`src/rtl/foa_pkg.sv`:
```
// Package with constants, types and notes for the floating-point operand alignment block.
// Functional notes
// RL1 - Double-precision operations accept single operands and always return double results.
// RL2 - Single-precision operations take only single operands and return single results.
// RL3 - Single operands widen to double in hardware; narrowing is left to software.
// RL4 - Exponent datapath carries two bits beyond the stored 11-bit exponent.
// RL5 - Bytes numbered from zero; operand address is its lowest-numbered byte.
// RL6 - Operand alignment boundary equals its length; non-multiples are flagged misaligned.
// RL7 - Instructions are 32 bits wide and fetch addresses must be word multiples.
// RL8 - Non-word-aligned floating-point accesses are not performed; alignment interrupt raised.
// RL9 - Accesses not double-word aligned may take extra cycles; results are unchanged.
// RL10 - All single and double operations are supported in every rounding mode.
// RL11 - Control bit 29 set selects non-IEEE mode; clear selects IEEE behaviour.
// RL12 - In non-IEEE mode a denormalized result is replaced by zero.
// RL13 - A faulted access leaves memory and target register unmodified.
package foa_pkg;
  localparam int ADDR_W = 32;
  localparam int DATA_W = 64;
  localparam int SP_W = 32;
  localparam int DP_EXP_W = 11;
  localparam int SP_EXP_W = 8;
  localparam int SP_FRAC_W = 23;
  localparam int DP_FRAC_W = 52;
  localparam int EXP_EXTRA = 2;
  localparam int EXP_W = DP_EXP_W + EXP_EXTRA;
  localparam int NON_IEEE_BIT = 29;
  localparam logic [DP_EXP_W-1:0] DP_BIAS = 11'h3ff;
  localparam logic [DP_EXP_W-1:0] SP_TO_DP_BIAS = 11'h380;
  localparam logic [1:0] WORD_LSB_MASK = 2'h3;
  localparam logic [2:0] DW_LSB_MASK = 3'h7;
  localparam logic [1:0] MISALIGN_PENALTY = 2'h2;

  // Operand size of a memory access, encoded as log2 of the byte count.
  typedef enum logic [1:0] {
    FOA_SZ_BYTE = 2'h0,
    FOA_SZ_HALF = 2'h1,
    FOA_SZ_WORD = 2'h2,
    FOA_SZ_DWORD = 2'h3
  } foa_size_t;

  // Access path state, one-hot.
  typedef enum logic [2:0] {
    FOA_IDLE = 3'b001,
    FOA_WAIT = 3'b010,
    FOA_DONE = 3'b100
  } foa_state_t;

  // Memory request from issue.
  typedef struct packed {
    logic [ADDR_W-1:0] addr;
    foa_size_t size;
    logic is_fp;
    logic is_store;
    logic [DATA_W-1:0] wdata;
  } foa_mreq_t;

  // Arithmetic operands with their precision tags.
  typedef struct packed {
    logic [DATA_W-1:0] a;
    logic [DATA_W-1:0] b;
    logic a_sp;
    logic b_sp;
    logic op_sp;
  } foa_fop_t;
endpackage

```
`src/rtl/foa_align.sv`:
```
// Operand convention, widening, flush-to-zero and alignment check logic.
module foa_align
  import foa_pkg::*;
(
  // Clock and reset.
  input wire logic clk,
  input wire logic rstn,
  // Control register value.
  input wire logic [SP_W-1:0] fp_status_control_register,
  // Instruction fetch check.
  input wire logic fetch_valid,
  input wire logic [ADDR_W-1:0] fetch_addr,
  output logic fetch_misalign,
  // Arithmetic operands from issue.
  input wire logic fop_valid,
  input wire foa_fop_t fop,
  output logic fop_illegal,
  output logic [DATA_W-1:0] opa_wide_q,
  output logic [DATA_W-1:0] opb_wide_q,
  output logic [EXP_W-1:0] opa_exp_q,
  output logic fop_out_valid_q,
  output logic res_sp_q,
  // Raw result from the arithmetic unit and its shaped form.
  input wire logic res_valid,
  input wire logic [DATA_W-1:0] res_raw,
  input wire logic res_raw_sp,
  output logic [DATA_W-1:0] res_q,
  output logic res_valid_q,
  output logic non_ieee,
  // Memory access request and answer.
  input wire logic mreq_valid,
  output logic mreq_ready,
  input wire foa_mreq_t mreq,
  output logic mem_valid_q,
  output logic [ADDR_W-1:0] mem_addr_q,
  output foa_size_t mem_size_q,
  output logic mem_we_q,
  output logic [DATA_W-1:0] mem_wdata_q,
  output logic done_q,
  output logic misalign_q,
  output logic align_irq_q
);

  // Non-IEEE mode follows the control bit directly.
  assign non_ieee = fp_status_control_register[NON_IEEE_BIT]; // RL11

  // Fetch addresses are word units and must have clear low bits.
  assign fetch_misalign = fetch_valid && ((fetch_addr[1:0] & WORD_LSB_MASK) != 2'h0); // RL7

  // Single operand widened to double with its value kept exactly.
  // Denormal singles are normal in double range, so they are prenormalized here.
  function automatic logic [DATA_W-1:0] widen(input logic [DATA_W-1:0] v, input logic sp);
    logic [SP_W-1:0] s;
    logic [DP_EXP_W-1:0] e;
    logic [SP_FRAC_W-1:0] fr;
    logic [4:0] lead;
    s = v[SP_W-1:0];
    e = 11'h000;
    fr = s[SP_FRAC_W-1:0];
    lead = 5'h00;
    if (!sp) begin
      return v;
    end
    // Position of the leading one of the fraction, used only for denormals.
    for (int i = 0; i < SP_FRAC_W; i++) begin
      if (s[i]) begin
        lead = 5'(i);
      end
    end
    if (s[SP_W-2 -: SP_EXP_W] == 8'hff) begin
      e = 11'h7ff;
    end else if (s[SP_W-2 -: SP_EXP_W] != 8'h00) begin
      e = {3'h0, s[SP_W-2 -: SP_EXP_W]} + SP_TO_DP_BIAS;
    end else if (fr != '0) begin
      // Shift the leading one out as the hidden bit and lower the exponent to match.
      e = SP_TO_DP_BIAS - 11'(SP_FRAC_W - 1) + 11'(lead);
      fr = fr << (5'(SP_FRAC_W) - lead);
    end
    return {s[SP_W-1], e, fr, 29'h0000_0000}; // RL3
  endfunction

  // Operand stage: double ops widen singles; single ops need single operands.
  logic [DATA_W-1:0] opa_d, opb_d;
  logic [EXP_W-1:0] opa_exp_d;
  logic fop_ov_d, res_sp_d;
  assign fop_illegal = fop_valid && fop.op_sp && !(fop.a_sp && fop.b_sp); // RL2
  always_comb begin
    opa_d = widen(fop.a, fop.a_sp); // RL1
    opb_d = widen(fop.b, fop.b_sp); // RL1
    // Two extra exponent bits, zero-filled above the widened 11-bit exponent.
    opa_exp_d = {2'h0, opa_d[DATA_W-2 -: DP_EXP_W]}; // RL4
    fop_ov_d = fop_valid && !fop_illegal;
    res_sp_d = fop.op_sp; // RL2
  end
  always_ff @(posedge clk or negedge rstn) begin
    if (!rstn) begin
      opa_wide_q <= '0;
      opb_wide_q <= '0;
      opa_exp_q <= '0;
      fop_out_valid_q <= 1'b0;
      res_sp_q <= 1'b0;
    end else begin
      opa_wide_q <= opa_d;
      opb_wide_q <= opb_d;
      opa_exp_q <= opa_exp_d;
      fop_out_valid_q <= fop_ov_d;
      res_sp_q <= res_sp_d;
    end
  end

  // Result shaping: flush denormals to zero in non-IEEE mode, any rounding mode.
  logic [DATA_W-1:0] res_d;
  logic res_v_d, den;
  always_comb begin
    res_d = res_raw;
    if (res_raw_sp) begin
      den = (res_raw[SP_W-2 -: SP_EXP_W] == 8'h00) && (res_raw[SP_FRAC_W-1:0] != '0);
      if (non_ieee && den) begin
        res_d = {32'h0000_0000, res_raw[SP_W-1], 31'h0000_0000}; // RL12
      end
    end else begin
      den = (res_raw[DATA_W-2 -: DP_EXP_W] == 11'h000) && (res_raw[DP_FRAC_W-1:0] != '0);
      if (non_ieee && den) begin
        res_d = {res_raw[DATA_W-1], 63'h0}; // RL12
      end
    end
    res_v_d = res_valid; // RL10
  end
  always_ff @(posedge clk or negedge rstn) begin
    if (!rstn) begin
      res_q <= '0;
      res_valid_q <= 1'b0;
    end else begin
      res_q <= res_d;
      res_valid_q <= res_v_d;
    end
  end

  // Memory path: alignment check, then issue, possibly after a penalty wait.
  foa_state_t st_q, st_d;
  logic [1:0] cnt_q, cnt_d;
  logic mis, fp_mis, dw_mis;
  logic mv_d, we_d, done_d, mis_d, irq_d;
  logic [ADDR_W-1:0] ma_d;
  foa_size_t ms_d;
  logic [DATA_W-1:0] mw_d;
  logic [2:0] size_mask;
  always_comb begin
    // Operand length 2**size; address is its lowest byte.
    size_mask = 3'((4'h1 << mreq.size) - 4'h1); // RL5
    mis = (mreq.addr[2:0] & size_mask) != 3'h0; // RL6
    fp_mis = mreq.is_fp && ((mreq.addr[1:0] & WORD_LSB_MASK) != 2'h0); // RL8
    dw_mis = (mreq.addr[2:0] & DW_LSB_MASK) != 3'h0;
    st_d = st_q;
    cnt_d = cnt_q;
    mv_d = 1'b0;
    we_d = 1'b0;
    done_d = 1'b0;
    mis_d = 1'b0;
    irq_d = 1'b0;
    ma_d = mem_addr_q;
    ms_d = mem_size_q;
    mw_d = mem_wdata_q;
    mreq_ready = (st_q == FOA_IDLE);
    case (st_q)
      FOA_IDLE: begin
        if (mreq_valid) begin
          mis_d = mis;
          if (fp_mis) begin
            irq_d = 1'b1; // RL8
            done_d = 1'b1; // RL13
          end else if (dw_mis) begin
            cnt_d = MISALIGN_PENALTY; // RL9
            st_d = FOA_WAIT;
            ma_d = mreq.addr;
            ms_d = mreq.size;
            we_d = mreq.is_store;
            mw_d = mreq.wdata;
          end else begin
            mv_d = 1'b1;
            we_d = mreq.is_store;
            ma_d = mreq.addr;
            ms_d = mreq.size;
            mw_d = mreq.wdata;
            done_d = 1'b1;
          end
        end
      end
      FOA_WAIT: begin
        we_d = mem_we_q;
        cnt_d = cnt_q - 2'h1;
        if (cnt_q == 2'h1) begin
          st_d = FOA_DONE;
        end
      end
      FOA_DONE: begin
        mv_d = 1'b1;
        we_d = mem_we_q;
        done_d = 1'b1;
        st_d = FOA_IDLE;
      end
      default: begin
        st_d = FOA_IDLE;
      end
    endcase
  end
  always_ff @(posedge clk or negedge rstn) begin
    if (!rstn) begin
      st_q <= FOA_IDLE;
      cnt_q <= 2'h0;
      mem_valid_q <= 1'b0;
      mem_we_q <= 1'b0;
      done_q <= 1'b0;
      misalign_q <= 1'b0;
      align_irq_q <= 1'b0;
      mem_addr_q <= '0;
      mem_size_q <= FOA_SZ_BYTE;
      mem_wdata_q <= '0;
    end else begin
      st_q <= st_d;
      cnt_q <= cnt_d;
      mem_valid_q <= mv_d;
      mem_we_q <= we_d;
      done_q <= done_d;
      misalign_q <= mis_d;
      align_irq_q <= irq_d;
      mem_addr_q <= ma_d;
      mem_size_q <= ms_d;
      mem_wdata_q <= mw_d;
    end
  end

  // Checks on the memory, result, operand and fetch paths.
  AST_FP_MIS_IRQ: assert property (@(posedge clk) disable iff (!rstn) // RL8
    (mreq_valid && mreq_ready && mreq.is_fp && mreq.addr[1:0] != 2'h0) |=> align_irq_q)
    else $error("fp misaligned access did not raise alignment interrupt");
  AST_NO_MEM_ON_IRQ: assert property (@(posedge clk) disable iff (!rstn) // RL13
    align_irq_q |-> !mem_valid_q)
    else $error("memory accessed on alignment fault");
  AST_MISALIGN_FLAG: assert property (@(posedge clk) disable iff (!rstn) // RL6
    (mreq_valid && mreq_ready && mreq.size == FOA_SZ_WORD && mreq.addr[1:0] == 2'h2)
    |=> misalign_q)
    else $error("misaligned word not flagged");
  AST_DW_PENALTY: assert property (@(posedge clk) disable iff (!rstn) // RL9
    (mreq_valid && mreq_ready && !mreq.is_fp && mreq.addr[2:0] == 3'h4)
    |=> !mem_valid_q ##1 !mem_valid_q ##1 !mem_valid_q ##1 mem_valid_q)
    else $error("penalty access timing wrong");
  AST_ALIGNED_FAST: assert property (@(posedge clk) disable iff (!rstn) // RL9
    (mreq_valid && mreq_ready && mreq.addr[2:0] == 3'h0) |=> mem_valid_q)
    else $error("aligned access not issued next cycle");
  AST_FETCH: assert property (@(posedge clk) disable iff (!rstn) // RL7
    (fetch_valid && fetch_addr[0]) |-> fetch_misalign)
    else $error("odd fetch address not flagged");
  AST_FTZ: assert property (@(posedge clk) disable iff (!rstn) // RL12
    (res_valid && non_ieee && !res_raw_sp && res_raw[62:52] == 11'h000)
    |=> res_q[62:0] == 63'h0)
    else $error("denormal not flushed");
  AST_IEEE_KEEP: assert property (@(posedge clk) disable iff (!rstn) // RL11
    (res_valid && !non_ieee) |=> res_q == $past(res_raw))
    else $error("result altered in IEEE mode");
  AST_SP_REJECT: assert property (@(posedge clk) disable iff (!rstn) // RL2
    (fop_valid && fop.op_sp && !fop.a_sp) |=> !fop_out_valid_q)
    else $error("single op accepted double operand");
  AST_WIDEN_EXP: assert property (@(posedge clk) disable iff (!rstn) // RL3
    (fop_valid && fop.a_sp && fop.a[30:23] == 8'h7f) |=> opa_exp_q == 13'h03ff)
    else $error("widened exponent wrong");
  COV_FP_IRQ: cover property (@(posedge clk) disable iff (!rstn) align_irq_q);
  COV_PENALTY: cover property (@(posedge clk) disable iff (!rstn) st_q == FOA_WAIT);
  COV_FTZ: cover property (@(posedge clk) disable iff (!rstn) res_valid && non_ieee);
endmodule

```
`config.mk`:
```
export PLATFORM = sky130hd
export DESIGN_NAME = foa_align
export DESIGN_NICKNAME = d
export VERILOG_FILES = /design/src/rtl/foa_pkg.sv /design/src/rtl/foa_align.sv
export SDC_FILE = /design/constraint.sdc
export NUM_CORES = 1
export LEC_CHECK = 0
export BUFFER_PORTS_ARGS = -buffer_cell sky130_fd_sc_hd__buf_2
export CAP_MARGIN = 20
export CORE_AREA = 2 2 264 266
export DETAILED_ROUTE_END_ITERATION = 7
export DIE_AREA = 0 0 266 268
export PLACE_DENSITY_LB_ADDON = 0.15
export SYNTH_ARGS = -nofsm -noshare
export SYNTH_HDL_FRONTEND = slang
export SYNTH_SLANG_ARGS = --single-unit
export TNS_END_PERCENT = 10
```
`constraint.sdc`:
```
create_clock -name clk -period 2.9 [get_ports clk]
set_clock_uncertainty 0.05 [all_clocks]
set_input_delay 0.58 -clock clk [delete_from_list [all_inputs] [get_ports clk]]
set_output_delay 0.58 -clock clk [all_outputs]
set_load 0.1 [all_outputs]
```
* Word-level counts from Yosys, hierarchy flattened
Cells that the tools add are included.
** Operators by class
- $add $sub $neg :: 8
- Equality and inequality tests :: 10
- Shift operators :: 3
- Multiplexer cells :: 87
- Bitwise gates (word level) :: 2
- Reductions and logical operators :: 29
** Operator list (count)
- 64-bit 2-to-1 mux :: 4
- 5-bit 2-to-1 mux :: 41
- 23-bit 2-to-1 mux :: 6
- 23-bit nonzero test :: 3
- 11-bit 2-to-1 mux :: 6
- 63-bit 2-to-1 mux :: 1
- 52-bit nonzero test :: 1
- 23-bit by 5-bit left shift with 23-bit output :: 2
- 10-bit by 5-bit adder with 11-bit output (first input constant) :: 2
- 8-bit by 10-bit adder with 11-bit output (second input constant) :: 2
- 8-bit == test (second input constant) :: 2
- 8-bit nonzero test :: 2
- 3-bit 2-to-1 mux :: 5
- 1-bit 2-to-1 mux :: 14
- 11-bit zero test :: 1
- 1-bit logical AND :: 10
- 2-bit 2-to-1 mux :: 5
- 5-bit subtractor (first input constant) :: 2
- 8-bit zero test :: 1
- 4-bit AND reduction :: 2
- 2-bit inequality test (second input constant) :: 3
- 1-bit one-hot mux with 2 select lines :: 3
- 3-bit one-hot mux with 2 select lines :: 1
- 2-bit nonzero test :: 3
- other kinds (15) :: 17
** Word-level totals
- Register bits after elaboration :: 314
- Bits of input ports :: 366
- Output and inout port bits :: 315
- Logic and storage cells :: 156

* Depth between registers and ports, before layout
- Word-level depth :: 29
- Gate-level depth with buffers :: 12
- Depth with buffers taken out :: 10

* Least setup slack after synthesis
OpenSTA, ideal clock, no wires.
- Path kind :: register to register
- From :: register st_q[2]
- To :: register mem_addr_q[22]
- Setup time :: 126 ps
- Data arrival time :: 4406 ps
- Required time :: 2724 ps
- Setup slack :: -1682 ps
- Cell stages (with the launch flop) :: 7
- Path buffers :: 3
- Period minus slack after synthesis :: 4582 ps
- Cell sequence :: dfrtp_1 > clkbuf_1 > nor3b_1 > nand3_1 > clkbuf_1 > buf_1 > mux2_2
** Between the ends
- Longest elaborated chain between the ends :: 2
** RTL lines
- start: declaration :: RTL line foa_align.sv:140 : foa_state_t st_q, st_d;
- start signal: assignment :: RTL line foa_align.sv:220 : st_q <= st_d;
- 3-bit by 1-bit == test with 1-bit output
- named net mreq_ready :: RTL line foa_align.sv:32 : output logic mreq_ready,
- 3-bit AND reduction (no source line)
- end signal: assignment :: RTL line foa_align.sv:227 : mem_addr_q <= ma_d;
- end: declaration :: RTL line foa_align.sv:35 : output logic [ADDR_W-1:0] mem_addr_q,
The timed path passes the listed nets, and every way through them passes these cells.
A chain may end at the register's enable or synchronous reset.

* Final worst setup path
- From :: input fop[76] in the netlist's numbering
- To :: register opa_wide_q[39]
** Between the ends
- Longest elaborated chain between the ends :: 21
- Elaborated cells on any way between the ends :: 22
- Those cells by class :: add/sub: 1; shift: 1; mux: 19; reduce/logical: 1
** RTL lines
- start: declaration :: RTL line foa_align.sv:16 : input wire foa_fop_t fop,
- 5-bit 2-to-1 mux (14 in a row) :: RTL line foa_align.sv:66 : if (s[i]) begin
- 5-bit 2-to-1 mux :: RTL line foa_align.sv:65 : for (int i = 0; i < SP_FRAC_W; i++) begin
- 5-bit subtractor :: RTL line foa_align.sv:77 : fr = fr << (5'(SP_FRAC_W) - lead);
- 23-bit by 5-bit left shift with 23-bit output :: RTL line foa_align.sv:77
- 23-bit 2-to-1 mux (*) :: RTL line foa_align.sv:74 : end else if (fr != '0) begin
- 23-bit 2-to-1 mux (*) :: RTL line foa_align.sv:72 : end else if (s[SP_W-2 -: SP_EXP_W] != 8'h00) begin
- 23-bit 2-to-1 mux (*) :: RTL line foa_align.sv:70 : if (s[SP_W-2 -: SP_EXP_W] == 8'hff) begin
- 64-bit 2-to-1 mux (*) :: RTL line foa_align.sv:65
- named net opa_d[39] :: RTL line foa_align.sv:83 : logic [DATA_W-1:0] opa_d, opb_d;
- end signal: assignment :: RTL line foa_align.sv:103 : opa_wide_q <= opa_d;
- end: declaration :: RTL line foa_align.sv:18 : output logic [DATA_W-1:0] opa_wide_q,
Mark *: on every way through the listed nets, which the timed path passes. The rest lies on a longest branch. The select of a mux whose other input is x is not followed.

==> impl_metrics.ini <==
[status]
status = finished, final reports clean

[logic_synthesis]
synth.distinct_cells = 88
synth.area.top_cells = dfrtp_1 52%, mux2_2 8.6%, nor2_1 3.1%
syn_area_um2 = 14600
ys_ff_latch = 303
synth_ff_type = dfrtp_1
postSynth.asyncResetShare = 1.00
yosysTopAreaCell = dfrtp_1
syn_inst = 1382
syn_avg_cell_area_um2 = 10.5
synth_top_area_share = 0.519
synth_edf_count = 0
yosys_warnings = 0
ys_seq_area_frac = 0.521

[routing]
top_layer = met5
wl_met1_um = 27700
wl_per_cell_um = 21.3
drt-pass1-iter-count = 5
wl_met3_um = 4140
drtIter0Drc = 719
ant_nets = 0
viasPerCell = 4.56
drc = 0
wl_um = 66700
vias = 14298
met2_length_um = 33000

[grt]
antenna_found_initial = 6
first_global_vias = 14882
grt_usage = 0.179
grt_pass1_wl_um = 96600
gr-total-overflow = 0
grt_max_degree = 69

[floorplan]
die_width_um = 266
start_util = 0.213
row_count = 96
coreArea_um2 = 68200
dieArea_um2 = 71300
ios = 681
die_h_um = 268

[setup_path]
crit_fanout = 15
cp-end-kind = flop
worstPathRequired_ps = 3340
crit_path_start_kind = input port
r2r_cells = 5
path_class = in -> reg
critPathArrivalTime_ps = 3160

[timing]
setup_viol = 0
rsz0062_at_grt = false
fmax_mhz = 367
finalCritPeriodShare = 0.939
hold_viol_final = 0
relSlewSlack = 0.226
layout_min_cycle_time_ps = 2720
drv_slew = 0
worst_slew_pin_slew_ps = 1160

[power]
powerDensity_nw_per_um2 = 837
p_sw_mw = 8.79
pwr-share-clk = 0.275
p_leak_nw = 10.7
swShare = 0.478
share_comb_of_total_power = 0.443
p_int_mw = 9.60
power_frac_seq = 0.282
total_power_mw = 18.4
peakVddDrop_mv = 0.459

[place]
dp.cells = 3063
dpl.hpwl_um = 54200
place.gp.congestion = 0.914
io_buffer_count = 617

[clocking]
clk_latency_ps = 540
clock_sinks = 303
clock_tree.buffer_depth = 3
cts_root_buf = clkbuf_16
cts_tree = built
path_clk_slew_ps = 60
numCtsBuffers = 39
post_cts_buffers = 0
htreeDepth = 2

[layout]
layout_commonest_cell = buf_2
syn_to_final_growth_pct = 51.1
final_cells = 3136
nNetsFinal = 2596
n_antenna_cell = 0
drive_gt1_frac = 0.499
final_cell_mix = 615 x buf_2, 302 x dfrtp_1, 277 x buf_4

[worst_hold_path]
whs_path_depth = 1
holdCritPathClass = in -> reg

[run]
cap_viol_max_count = 0
## metal layers
layer | up-vias | track usage
met5 | - | 0
met4 | 10 | 0.0518
met3 | 96 | 0.0367
met2 | 541 | 0.314
met1 | 6998 | 0.222
li1 | 6653 | -
## power by group through the flow
stage,clock network [mW],registers (mW),logic (mW)
after global routing,5.42,5.26,8.41
after CTS,5.26,5.19,8.19
after floorplan,0,10.1,1.34
after detailed placement,0,5.26,8.18
final,5.06,5.19,8.15
after global placement,0,5.24,8.17
## per-stage QoR
step                hold slack [ps]  setup slack [ps]  setup TNS, ps  utilization  cell area [um^2]
floorplan                       234              -392          -2180            -             14600
global placement                431              -400         -10890        0.302             20600
detailed placement              437              -415         -10450        0.302             20600
CTS                            49.6               166              0        0.322             22000
global route                   59.7              33.6              0        0.322             22000
finish                         95.7               176              0        0.322             22000
## critical path, stage by stage
cell and delay (ps):
buf_2 130, or4_4 520, nor3_1 240, nor2_2 90, buf_12 150, inv_2 180, mux2_2 410, mux2i_1 280
mux2i_1 170, o21ai_0 250, buf_4 150
## cell type report
cell class	count	area, um^2
timing repair buffer	904	5380
multi-input combinational	942	6430
fill	7241	46200
sequential	303	7580
inverter	33	124
clock buffer	53	1130
clock inverter	19	233
tap	882	1100
## flip-flops by register name (all words and copies together) (netlist names)
signal           cells
fop_out_valid_q      1
cnt_q                2
mem_wdata_q         64
mem_size_q           2
res_valid_q          1
align_irq_q          1
mem_valid_q          1
res_sp_q             1
done_q               1
misalign_q           1
res_q               64
mem_we_q             1
opa_wide_q          64
mem_addr_q          32
opb_wide_q          64
st_q                 3
## kinds of logic after synthesis
kind of cell / count (synthesis) / synth area share
XOR/XNOR: 3 / 0.00181
multiplexers: 144 / 0.109
AO/OA/AOI/OAI: 327 / 0.156
other: 1 / 0.000258
buffers and inverters: 138 / 0.0420
flip-flops: 303 / 0.521
adder cells (fa/ha/maj): 7 / 0.00602
AND/OR/NAND/NOR: 459 / 0.164
## synth_stat cells (23+ instances only)
| library cell | n |
|---|---|
| dfrtp_1 | 302 |
| nand3_1 | 24 |
| a21oi_1 | 78 |
| inv_1 | 26 |
| nor2b_1 | 58 |
| nor4_1 | 25 |
| and2_1 | 59 |
| nand2_1 | 76 |
| buf_2 | 23 |
| mux2_2 | 111 |
| mux2i_1 | 31 |
| a211oi_1 | 26 |
| o21ai_0 | 56 |
| clkbuf_1 | 62 |
| nor2_1 | 120 |
| nor3_1 | 28 |
## repair_timing
action                                  in CTS  in global routing
resized for setup                            0                  3
endpoints found under the setup margin       0                  3
hold endpoints to repair                     1                  0
hold buffers                                 1                  0
## final timing paths
check	from	endpoint	slack, ps
setup / recovery	fop[76]	opa_wide_q[39]$_DFF_PN0_	180
hold / removal	res_valid	res_valid_q$_DFF_PN0_	100
setup reg to reg	st_q[0]$_DFFE_PN1P_	mem_wdata_q[12]$_DFFE_PN0P_	900
hold reg to reg	cnt_q[0]$_DFFE_PN0P_	cnt_q[0]$_DFFE_PN0P_	440
max in group asynchronous	rstn	mem_addr_q[16]$_DFFE_PN0P_	1480
min in group asynchronous	rstn	fop_out_valid_q$_DFF_PN0_	570
No activity file was read; power rests on OpenSTA's default activity.
